<file path="src/psv_pkg.sv">
// Purpose: shared constants and carriers of the proximity sensing supervisor
// Assumes: 20 MHz system clock
// Notes:   register offsets are byte addresses on the two-wire bus
package psv_pkg;
	localparam int PSV_CLK_MHZ       = 20;
	localparam int PSV_HB_PULSE_US   = 500;
	localparam int PSV_HB_PULSE_CYC  = PSV_HB_PULSE_US * PSV_CLK_MHZ;
	localparam int PSV_MEAS_MAX_US   = 2000;
	localparam int PSV_MEAS_MAX_CYC  = PSV_MEAS_MAX_US * PSV_CLK_MHZ;
	localparam int PSV_SAMPLE_US     = 33333;
	localparam int PSV_SAMPLE_CYC    = PSV_SAMPLE_US * PSV_CLK_MHZ;
	localparam int PSV_TICK_MS       = 100;
	localparam int PSV_TICK_CYC      = PSV_TICK_MS * 1000 * PSV_CLK_MHZ;

	localparam logic [6:0] PSV_I2C_ADDR  = 7'h44;
	localparam logic [3:0] PSV_I2C_BITS  = 4'h8;

	localparam logic [7:0] PSV_OFS_CMD         = 8'h04;
	localparam logic [7:0] PSV_OFS_MOVE_RAW_H  = 8'h21;
	localparam logic [7:0] PSV_OFS_MOVE_RAW_L  = 8'h22;
	localparam logic [7:0] PSV_OFS_TEMP_REF_H  = 8'h22;
	localparam logic [7:0] PSV_OFS_TEMP_REF_L  = 8'h24;
	localparam logic [7:0] PSV_OFS_REF_HOLD_H  = 8'h25;
	localparam logic [7:0] PSV_OFS_REF_HOLD_L  = 8'h26;
	localparam logic [7:0] PSV_OFS_FILT_HOLD   = 8'h27;
	localparam logic [7:0] PSV_OFS_IN_READ     = 8'h28;
	localparam logic [7:0] PSV_OFS_RETRY       = 8'h29;
	localparam logic [7:0] PSV_OFS_CFG         = 8'h2a;
	localparam logic [7:0] PSV_OFS_STATUS      = 8'h2b;

	localparam int PSV_CMD_STANDALONE = 0;
	localparam int PSV_CMD_SENSE_OFF  = 5;
	localparam int PSV_CMD_SENSE_ON   = 6;
	localparam int PSV_CFG_HB         = 0;
	localparam int PSV_CFG_MODE_LSB   = 1;
	localparam int PSV_CFG_QR         = 3;
	localparam int PSV_CFG_HH         = 4;
	localparam int PSV_CFG_BURST_LSB  = 5;
	localparam logic [7:0] PSV_CFG_RST = 8'h00;

	localparam logic [7:0]  PSV_FILT_RELOAD    = 8'hff;
	localparam logic [7:0]  PSV_IN_READ_RELOAD = 8'h0a;
	localparam logic [7:0]  PSV_RETRY_RELOAD   = 8'h32;
	localparam logic [15:0] PSV_REF_HOLD_RELOAD = 16'h00ff;
	localparam logic [15:0] PSV_QR_SLOPE_MIN   = 16'h0010;

	typedef enum logic [1:0] {
		PSV_UI_PROX,
		PSV_UI_PROX_MOVE,
		PSV_UI_PROX_TOUCH
	} psv_ui_t;

	typedef struct packed {
		logic        prox_state;
		logic        touch_state;
		logic        cal_active;
		logic        cal_error;
		logic        conv_done;
		logic        movement_event;
		logic [15:0] prox_count;
		logic [15:0] movement_raw;
		logic [15:0] temp_ref;
	} psv_meas_t;

	typedef struct packed {
		logic conv_start;
		logic conv_chan;
		logic high_sensitivity;
		logic comp_enable;
		logic movement_enable;
		logic nomove_timeout_enable;
		logic prox_output;
		logic quick_release;
	} psv_ctl_t;
endpackage : psv_pkg

</file>
<file path="src/psv_i2c_slave.sv">
// Purpose: two-wire bus slave giving byte access to the supervisor registers
// Assumes: scl and sda arrive asynchronously; sampled at 20 MHz
// Notes:   first written byte sets the pointer; pointer advances per byte
`timescale 1ns/1ps
module psv_i2c_slave (
	input  wire logic       sys_clk,
	input  wire logic       rst,
	input  wire logic       scl_in,
	input  wire logic       sda_in,
	output logic            sda_out,
	output logic            sda_oe,
	output logic [7:0]      ptr,
	output logic            wr_en,
	output logic [7:0]      wr_addr,
	output logic [7:0]      wr_data,
	input  wire logic [7:0] rd_data
);
	import psv_pkg::*;

	typedef enum logic [2:0] {I2_IDLE, I2_ADDR, I2_ACK, I2_WR, I2_RD, I2_RACK} psv_i2c_st_t;

	psv_i2c_st_t st_reg;
	logic [2:0]  scl_sh_reg;
	logic [2:0]  sda_sh_reg;
	logic [7:0]  sh_reg;
	logic [7:0]  tx_reg;
	logic [3:0]  cnt_reg;
	logic        rw_reg;
	logic        first_reg;
	logic        oe_reg;
	logic [7:0]  ptr_reg;
	logic        wr_en_reg;
	logic [7:0]  wr_addr_reg;
	logic [7:0]  wr_data_reg;

	// index 0 is the first sync stage, read only by index 1
	wire scl_rise  = scl_sh_reg[1] & ~scl_sh_reg[2];
	wire scl_fall  = ~scl_sh_reg[1] & scl_sh_reg[2];
	wire scl_high  = scl_sh_reg[1] & scl_sh_reg[2];
	wire sda_bit   = sda_sh_reg[1];
	wire bus_start = scl_high & ~sda_sh_reg[1] & sda_sh_reg[2];
	wire bus_stop  = scl_high & sda_sh_reg[1] & ~sda_sh_reg[2];
	wire byte_full = cnt_reg == PSV_I2C_BITS;

	assign sda_out = 1'b0;
	assign sda_oe  = oe_reg;
	assign ptr     = ptr_reg;
	assign wr_en   = wr_en_reg;
	assign wr_addr = wr_addr_reg;
	assign wr_data = wr_data_reg;

	// address match does not depend on any sleep state
	always_ff @(posedge sys_clk or posedge rst) begin
		if (rst) begin
			st_reg <= I2_IDLE;
			scl_sh_reg <= 3'h7;
			sda_sh_reg <= 3'h7;
			sh_reg <= 8'h00;
			tx_reg <= 8'h00;
			cnt_reg <= 4'h0;
			rw_reg <= 1'b0;
			first_reg <= 1'b0;
			oe_reg <= 1'b0;
			ptr_reg <= 8'h00;
			wr_en_reg <= 1'b0;
			wr_addr_reg <= 8'h00;
			wr_data_reg <= 8'h00;
		end else begin
			scl_sh_reg <= {scl_sh_reg[1:0], scl_in};
			sda_sh_reg <= {sda_sh_reg[1:0], sda_in};
			wr_en_reg <= 1'b0;
			if (bus_start) begin
				st_reg <= I2_ADDR;
				cnt_reg <= 4'h0;
				first_reg <= 1'b1;
				oe_reg <= 1'b0;
			end else if (bus_stop) begin
				st_reg <= I2_IDLE;
				oe_reg <= 1'b0;
			end else if (scl_rise) begin
				if (st_reg == I2_ADDR || st_reg == I2_WR) begin
					sh_reg <= {sh_reg[6:0], sda_bit};
					cnt_reg <= cnt_reg + 4'h1;
				end
				if (st_reg == I2_RACK && sda_bit)
					st_reg <= I2_IDLE;
			end else if (scl_fall) begin
				unique case (st_reg)
					I2_IDLE: ;
					I2_ADDR: if (byte_full) begin
						if (sh_reg[7:1] == PSV_I2C_ADDR) begin
							st_reg <= I2_ACK;
							oe_reg <= 1'b1;
							rw_reg <= sh_reg[0];
						end else
							st_reg <= I2_IDLE;
					end
					I2_WR: if (byte_full) begin
						st_reg <= I2_ACK;
						oe_reg <= 1'b1;
						first_reg <= 1'b0;
						if (first_reg)
							ptr_reg <= sh_reg;
						else begin
							wr_en_reg <= 1'b1;
							wr_addr_reg <= ptr_reg;
							wr_data_reg <= sh_reg;
							ptr_reg <= ptr_reg + 8'h01;
						end
					end
					I2_ACK, I2_RACK: if (rw_reg) begin
						st_reg <= I2_RD;
						tx_reg <= {rd_data[6:0], 1'b0};
						oe_reg <= ~rd_data[7];
						cnt_reg <= 4'h1;
					end else begin
						st_reg <= I2_WR;
						oe_reg <= 1'b0;
						cnt_reg <= 4'h0;
					end
					I2_RD: if (byte_full) begin
						st_reg <= I2_RACK;
						oe_reg <= 1'b0;
						ptr_reg <= ptr_reg + 8'h01;
					end else begin
						oe_reg <= ~tx_reg[7];
						tx_reg <= {tx_reg[6:0], 1'b0};
						cnt_reg <= cnt_reg + 4'h1;
					end
				endcase
			end
		end
	end
endmodule : psv_i2c_slave

</file>
<file path="src/psv_supervisor.sv">
// Purpose: runtime supervisor of a single-pin capacitive proximity controller
// Assumes: 20 MHz sys_clk; analog engine on the same clock drives meas
// Notes:   registers reached over the two-wire bus slave below
// Notes on behaviour
// - each sensing event gives one 500 us heartbeat pulse per burst when enabled
// - pulse sits in the stabilise interval, before that event's conversions
// - in burst sampling the pulse repeats before every burst
// - each measurement ends within a fixed maximum after its pulse
// - heartbeat off after reset; strap or host standalone setup enables it
// - host configures over the bus, then commands standalone output mode
// - quick release watches only the proximity channel slope
// - one qualifying release sets quick release; it clears when proximity drops
// - temperature and interference tracking frozen while proximity is active
// - three behaviours: no movement, continuous movement, proximity plus touch
// - hand-held or quick release forces movement sensing and no-movement time-out
// - sensitivity pin high selects default, low selects more sensitive
// - movement uses its own conversion slot, apart from proximity
// - proximity calibration and calibration error force proximity output on
// - bus runs up to 400 kbit/s and answers its address while sleeping
`timescale 1ns/1ps
module psv_supervisor #(
	parameter int HB_PULSE_CYC = psv_pkg::PSV_HB_PULSE_CYC,
	parameter int MEAS_MAX_CYC = psv_pkg::PSV_MEAS_MAX_CYC,
	parameter int SAMPLE_CYC   = psv_pkg::PSV_SAMPLE_CYC,
	parameter int TICK_CYC     = psv_pkg::PSV_TICK_CYC
) (
	input  wire logic              sys_clk,
	input  wire logic              rst,
	input  wire logic              scl_in,
	input  wire logic              sda_in,
	output logic                   sda_out,
	output logic                   sda_oe,
	output logic                   heartbeat_output_pin,
	input  wire logic              sensitivity_select_pin,
	input  wire logic              heartbeat_strap_pin,
	input  psv_pkg::psv_meas_t     meas,
	output psv_pkg::psv_ctl_t      ctl
);
	import psv_pkg::*;

	typedef enum logic [1:0] {SQ_IDLE, SQ_STAB, SQ_PROX, SQ_MOVE} psv_seq_t;

	localparam logic [7:0] T_RELOAD [3] = '{PSV_FILT_RELOAD, PSV_IN_READ_RELOAD,
		PSV_RETRY_RELOAD};

	psv_seq_t    state_reg;
	psv_seq_t    state_next;
	psv_ctl_t    ctl_reg;
	psv_ctl_t    ctl_next;
	logic        sens_s1_reg;
	logic        sens_s2_reg;
	logic        strap_s1_reg;
	logic        strap_s2_reg;
	logic        strap_done_reg;
	logic        otp_hb_reg;
	logic        standalone_reg;
	logic        sensing_reg;
	logic [7:0]  cfg_reg;
	logic [7:0]  ptr;
	logic        wr_en;
	logic [7:0]  wr_addr;
	logic [7:0]  wr_data;
	logic [7:0]  rd_data_reg;
	logic [7:0]  rd_next;
	logic [23:0] period_reg;
	logic [23:0] dur_reg;
	logic [23:0] tick_reg;
	logic [2:0]  burst_reg;
	logic        hb_reg;
	logic        start_prox;
	logic        start_move;
	logic [15:0] prev_count_reg;
	logic        qr_reg;
	logic        qr_next;
	logic        cal_err_prev_reg;
	logic [7:0]  tmr_reg [3];
	logic [2:0]  t_load;
	logic [15:0] ref_hold_reg;

	psv_i2c_slave u_bus (
		.sys_clk (sys_clk),
		.rst     (rst),
		.scl_in  (scl_in),
		.sda_in  (sda_in),
		.sda_out (sda_out),
		.sda_oe  (sda_oe),
		.ptr     (ptr),
		.wr_en   (wr_en),
		.wr_addr (wr_addr),
		.wr_data (wr_data),
		.rd_data (rd_data_reg)
	);

	// configuration decode
	wire [1:0] ui_code  = cfg_reg[PSV_CFG_MODE_LSB +: 2];
	wire       ui_move  = ui_code == PSV_UI_PROX_MOVE;
	wire       ui_touch = ui_code == PSV_UI_PROX_TOUCH;
	wire       qr_en    = cfg_reg[PSV_CFG_QR];
	wire       hh_en    = cfg_reg[PSV_CFG_HH];
	wire       cmd_wr   = wr_en && wr_addr == PSV_OFS_CMD;
	wire       cfg_wr   = wr_en && wr_addr == PSV_OFS_CFG;
	wire       hb_active = otp_hb_reg | (standalone_reg & cfg_reg[PSV_CFG_HB]);

	wire prox_out = meas.prox_state | meas.touch_state | meas.cal_active
		| meas.cal_error;
	wire move_en  = ui_move | (ui_touch & meas.prox_state & ~meas.touch_state)
		| qr_en | hh_en;

	// sequencer timing
	wire period_done = period_reg == 24'h0;
	wire tick        = tick_reg == 24'h0;
	wire dur_zero    = dur_reg == 24'h0;
	wire conv_end    = meas.conv_done | dur_zero;
	wire burst_more  = burst_reg != 3'h0;
	wire enter_stab  = state_next == SQ_STAB && (state_reg != SQ_STAB || dur_zero);

	always_comb begin
		state_next = state_reg;
		start_prox = 1'b0;
		start_move = 1'b0;
		unique case (state_reg)
			SQ_IDLE: if (period_done && sensing_reg)
				state_next = SQ_STAB;
			SQ_STAB: if (dur_zero) begin
				state_next = SQ_PROX;
				start_prox = 1'b1;
			end
			SQ_PROX: if (conv_end) begin
				if (move_en) begin
					state_next = SQ_MOVE;
					start_move = 1'b1;
				end else
					state_next = burst_more ? SQ_STAB : SQ_IDLE;
			end
			SQ_MOVE: if (conv_end)
				state_next = burst_more ? SQ_STAB : SQ_IDLE;
		endcase
	end

	// quick release: falling proximity count at a proximity conversion end
	wire prox_sample = state_reg == SQ_PROX && meas.conv_done;
	wire slope_rel   = prev_count_reg > meas.prox_count
		&& (prev_count_reg - meas.prox_count) >= PSV_QR_SLOPE_MIN;
	assign qr_next = meas.prox_state & (qr_reg | (qr_en & prox_sample & slope_rel
		& (meas.prox_state | meas.touch_state)));

	assign ctl_next.conv_start            = start_prox | start_move;
	assign ctl_next.conv_chan             = start_move;
	assign ctl_next.high_sensitivity      = ~sens_s2_reg;
	assign ctl_next.comp_enable           = ~prox_out;
	assign ctl_next.movement_enable       = move_en;
	assign ctl_next.nomove_timeout_enable = qr_en | hh_en;
	assign ctl_next.prox_output           = prox_out;
	assign ctl_next.quick_release         = qr_next;

	// readback selection
	assign rd_next =
		ptr == PSV_OFS_MOVE_RAW_H ? meas.movement_raw[15:8] :
		ptr == PSV_OFS_MOVE_RAW_L ? meas.movement_raw[7:0] :
		ptr == PSV_OFS_TEMP_REF_L ? meas.temp_ref[7:0] :
		ptr == PSV_OFS_REF_HOLD_H ? ref_hold_reg[15:8] :
		ptr == PSV_OFS_REF_HOLD_L ? ref_hold_reg[7:0] :
		ptr == PSV_OFS_FILT_HOLD  ? tmr_reg[0] :
		ptr == PSV_OFS_IN_READ    ? tmr_reg[1] :
		ptr == PSV_OFS_RETRY      ? tmr_reg[2] :
		ptr == PSV_OFS_CFG        ? cfg_reg :
		ptr == PSV_OFS_STATUS     ? {3'h0, sensing_reg, standalone_reg, hb_active,
		                             ctl_reg.quick_release, ctl_reg.prox_output} :
		8'h00;

	assign heartbeat_output_pin = hb_reg;
	assign ctl = ctl_reg;

	always_ff @(posedge sys_clk or posedge rst) begin
		if (rst) begin
			sens_s1_reg <= 1'b1;
			sens_s2_reg <= 1'b1;
			strap_s1_reg <= 1'b0;
			strap_s2_reg <= 1'b0;
			strap_done_reg <= 1'b0;
			otp_hb_reg <= 1'b0;
			standalone_reg <= 1'b0;
			sensing_reg <= 1'b1;
			cfg_reg <= PSV_CFG_RST;
			rd_data_reg <= 8'h00;
			ctl_reg <= '0;
		end else begin
			sens_s1_reg <= sensitivity_select_pin;
			sens_s2_reg <= sens_s1_reg;
			strap_s1_reg <= heartbeat_strap_pin;
			strap_s2_reg <= strap_s1_reg;
			strap_done_reg <= 1'b1;
			if (strap_done_reg && !otp_hb_reg)
				otp_hb_reg <= strap_s2_reg;
			if (cmd_wr && wr_data[PSV_CMD_STANDALONE])
				standalone_reg <= 1'b1;
			if (cmd_wr && wr_data[PSV_CMD_SENSE_OFF])
				sensing_reg <= 1'b0;
			else if (cmd_wr && wr_data[PSV_CMD_SENSE_ON])
				sensing_reg <= 1'b1;
			if (cfg_wr)
				cfg_reg <= wr_data;
			rd_data_reg <= rd_next;
			ctl_reg <= ctl_next;
		end
	end

	always_ff @(posedge sys_clk or posedge rst) begin
		if (rst) begin
			state_reg <= SQ_IDLE;
			period_reg <= 24'h0;
			dur_reg <= 24'h0;
			tick_reg <= 24'h0;
			burst_reg <= 3'h0;
			hb_reg <= 1'b0;
			prev_count_reg <= 16'h0;
			qr_reg <= 1'b0;
			cal_err_prev_reg <= 1'b0;
		end else begin
			state_reg <= state_next;
			period_reg <= period_done ? 24'(SAMPLE_CYC - 1) : period_reg - 24'h1;
			tick_reg <= tick ? 24'(TICK_CYC - 1) : tick_reg - 24'h1;
			if (enter_stab)
				dur_reg <= 24'(HB_PULSE_CYC - 1);
			else if (start_prox || start_move)
				dur_reg <= 24'(MEAS_MAX_CYC - 1);
			else if (!dur_zero)
				dur_reg <= dur_reg - 24'h1;
			if (state_reg == SQ_IDLE && enter_stab)
				burst_reg <= cfg_reg[PSV_CFG_BURST_LSB +: 3];
			else if (state_reg != SQ_IDLE && enter_stab)
				burst_reg <= burst_reg - 3'h1;
			hb_reg <= hb_active && state_next == SQ_STAB
				&& (enter_stab || hb_reg);
			if (prox_sample)
				prev_count_reg <= meas.prox_count;
			qr_reg <= qr_next;
			cal_err_prev_reg <= meas.cal_error;
		end
	end

	// countdown timers: filter hold, input read, calibration retry
	assign t_load[0] = prox_out & ~ctl_reg.prox_output;
	assign t_load[1] = tick & tmr_reg[1] == 8'h00;
	assign t_load[2] = meas.cal_error & ~cal_err_prev_reg;

	for (genvar gi = 0; gi < 3; gi++) begin : g_tmr
		always_ff @(posedge sys_clk or posedge rst) begin
			if (rst)
				tmr_reg[gi] <= 8'h00;
			else if (t_load[gi])
				tmr_reg[gi] <= T_RELOAD[gi];
			else if (tick && tmr_reg[gi] != 8'h00)
				tmr_reg[gi] <= tmr_reg[gi] - 8'h01;
		end
	end

	// reference hold timer restarts on movement
	always_ff @(posedge sys_clk or posedge rst) begin
		if (rst)
			ref_hold_reg <= 16'h0;
		else if (meas.movement_event)
			ref_hold_reg <= PSV_REF_HOLD_RELOAD;
		else if (tick && ref_hold_reg != 16'h0)
			ref_hold_reg <= ref_hold_reg - 16'h1;
	end

	// checking helpers
	logic [23:0] hb_len_reg;
	logic [23:0] busy_len_reg;
	always_ff @(posedge sys_clk or posedge rst) begin
		if (rst) begin
			hb_len_reg <= 24'h0;
			busy_len_reg <= 24'h0;
		end else begin
			hb_len_reg <= hb_reg ? hb_len_reg + 24'h1 : 24'h0;
			busy_len_reg <= (start_prox || start_move || state_next == SQ_STAB
				|| state_next == SQ_IDLE) ? 24'h0 : busy_len_reg + 24'h1;
		end
	end
endmodule : psv_supervisor

</file>
<file path="config.mk">
export PLATFORM = sky130hd
export DESIGN_NAME = psv_supervisor
export DESIGN_NICKNAME = d
export VERILOG_FILES = /design/src/psv_pkg.sv /design/src/psv_i2c_slave.sv /design/src/psv_supervisor.sv
export SDC_FILE = /design/constraint.sdc
export NUM_CORES = 1
export LEC_CHECK = 0
export BUFFER_PORTS_ARGS = -buffer_cell sky130_fd_sc_hd__buf_2
export CORE_MARGIN = 10
export CORE_UTILIZATION = 56
export CTS_BUF_LIST = sky130_fd_sc_hd__clkbuf_16
export DETAILED_ROUTE_END_ITERATION = 12
export GPL_ROUTABILITY_DRIVEN = 0
export PLACE_DENSITY = 0.81
export RECOVER_POWER = 25
export SYNTH_ARGS = -nofsm -noshare
export SYNTH_HDL_FRONTEND = slang
export SYNTH_SLANG_ARGS = --single-unit
</file>
<file path="constraint.sdc">
create_clock -name sys_clk -period 5.9 [get_ports sys_clk]
set_input_delay 0.295 -clock sys_clk [delete_from_list [all_inputs] [get_ports sys_clk]]
set_output_delay 0.295 -clock sys_clk [all_outputs]
set_load 0.01 [all_outputs]
</file>
==> impl_results.md <==
* Status: complete, but fails checks
* Failing checks: capacitance limit, slew limit
* Biggest area consumer among synthesized cells: dfrtp_1
* Worst EP required at 6.29 ns
* Antenna cells at 0
* Starting DRT DRC Count at 656
* Clock Tree Root: clkbuf_16
* Crit path max fanout at 19
* Row cnt at 53
* Synth-to-Final Area Change at 11.5%
* Total wire length at 26,100 um
* Post-synth ARST share at 100%
* Post-synth top flop: dfrtp_1
* Clock Latency Late Sink at 0.52 ns
* Commonest non-fill, non-tap cells in the layout: dfrtp_1, nor2_1, nand2_1
* Met2 usage at 31.2%
* Startpoint types: flop
* Met3 Track Usage GR at 2.89%
* Maximum VDD drop at 0.216 mV
* Port-buffer cells at 61
* Mapped cell area at 11,900 sq um
* Initial Utilization at 56.8%
* Yosys cell types at 82
* Via count at 9,479
* Share of cells above drive strength 1 at 11.3%
* GR peak layer: met2
* Total global-route track usage at 18.5%
* Final hold vios at 0
* Slew HR at -45.5%
* Average wire per standard cell at 16.2 um
* Final ANT Viol Nets at 0
* I/O pin cnt at 71
* Yosys top cell area share at 45.0%
* Final Skew at 0.0180 ns
* Post-synth EDFFs at 0
* Syn. warnings at 0
* DP Wirelength at 17,800 um
* Depth of the most critical reg-to-reg path at 9
* Most common cell after layout, fill and taps aside: dfrtp_1
* Vias in the first global route at 9,434
* Max Slew Vio Count at 73
* Die ar. at 27,500 sq um
* Total gr overflow at 0
* Clock Sink Count at 223
* DRC viols at 0
* Post-synthesis sequential area ratio at 47.0%
* Slew @ Worst Pin at 2.18 ns
* Unrepaired setup endpoints after global routing: false
* Largest net degree at the start of global routing at 157
* Gate Count Post-Synth at 1,255
* CP Class: reg2reg
* Setup TNS at 0 ns
* Synth top area cells: dfrtp_1, nor2_1, ha_1
* Maximum level of the CTS H-tree at 1
* Fillcell total at 1,710
* Fin crit share at 57.0%
* PD cells at 258 nW/um^2
* Pleak at 5.94 nW
* Die height at 166 um
* Final Power at 3.42 mW
* Initial antenna violation count at 0
* Fin crit period at 3.36 ns
* Net Count, Synth at 1,354
* Highest clock rate at 297 MHz
* Synthesized area per cell at 9.48 sq um
* Clk pin slew, worst setup/hold paths at 0.06 ns
* Hold/Removal Path Class: in2reg
* First-pass GRT wire length at 45,000 um
* Max_cap viols at 2
* TritonRoute pass-1 iters at 7
* Vias per inst at 5.90
* Clk buf depth at 3
* GR Layer Usage met1 at 24.3%
* CTS tree: done
* Core area at 21,000 sq um
* Die width at 166 um
* Layout Nets at 1,414
* Synth Register Bits at 223
* CTS buffer count at 25
* Nature of the critical path endpoint: flop
* Worst EP arrival at 3.75 ns
* Hold path cells at 2
* Setup-failing EPs final at 0
* Post-CTS sizing at 0
layout make-up:
class,instances,area (sq um),share of cell area (%)
clock buffer,25,626,4.72
tap,275,344,2.59
sequential,223,5590,42.2
clock inverter,19,161,1.22
timing repair buffer,74,414,3.12
multi-input combinational,931,5900,44.5
inverter,60,226,1.71
final timing paths:
kind,startpoint,endpoint,slack [ns]
min in group asynchronous,rst,period_reg[8],0.61
hold / removal,meas[51],ctl[4],0.02
setup / recovery,dur_reg[0],dur_reg[22],2.54
setup reg to reg,dur_reg[0],dur_reg[22],2.54
max in group asynchronous,rst,dur_reg[7],2.71
hold reg to reg,sens_s1_reg,sens_s2_reg,0.36
routing by layer:
metal	share of wire (%)	wire length, um
met1	45	11600
met2	49	12800
met3	4.3	1130
met4	1.9	497
met5	0	0
worst max-delay path, cell delays in order (launching register included):
cell     delay [ns]
dfrtp_1        0.41
inv_1          0.08
ha_1           0.17
nor3b_1        0.41
nand2_1        0.33
nor4_4         0.54
o21ai_2        0.13
o31ai_4        0.66
or3_1          0.41
nor2_1         0.09
kinds of logic after synthesis:
logic type | share of synthesized area, %
and+or+nand+nor | 21.5
AOI/OAI and AO/OA | 13.9
DFF | 47.0
buffers and inverters | 3.46
xor gates and xnor gates | 5.74
muxes | 4.22
adders and majority gates | 4.16
other | 0.0631
cells in the mapped netlist (10+ instances only):
cell and count:
nand3_1 33, inv_1 59, o22ai_1 12, or4_1 10, nor2_1 135, mux2_2 33
clkbuf_1 30, dfrtp_1 214, nor2b_1 15, o21ai_0 74, nor3_1 38, or3_1 30
and3_1 11, xnor2_1 40, nand2b_1 20, a21oi_1 83, ha_1 38, nand2_1 125
nor4_1 17, nand4_1 11, xor2_1 38, mux2i_1 13
through the flow:
| step | worst slack [ns] | instance area (sq um) | util, % | instances | hold WS [ns] |
|---|---|---|---|---|---|
| final | 2.54 | 13300 | 63.3 | 1607 | 0.0189 |
| after global routing | 2.08 | 13300 | 63.3 | 1607 | 0.00830 |
| after CTS | 2.61 | 13300 | 63.4 | 1607 | 0.000216 |
| after detailed placement | 2.64 | 12400 | 59.3 | 1556 | 0.347 |
| after global placement | 2.66 | 12400 | 59.3 | 1556 | 0.345 |
| after floorplan | 2.70 | 11900 | - | 1255 | 0.299 |
timing repair:
item                      4_1_cts  5_1_grt
hold buffers                    7        0
buffers inserted                0        0
hold endpoints to repair       33        0
report_power, final:
part | switching, mW | internal (mW)
clock | 0.612 | 0.895
sequential | 0.0532 | 1.59
combinational | 0.158 | 0.118
total | 0.823 | 2.60
Note: power is estimated with default switching activity, not from simulation.
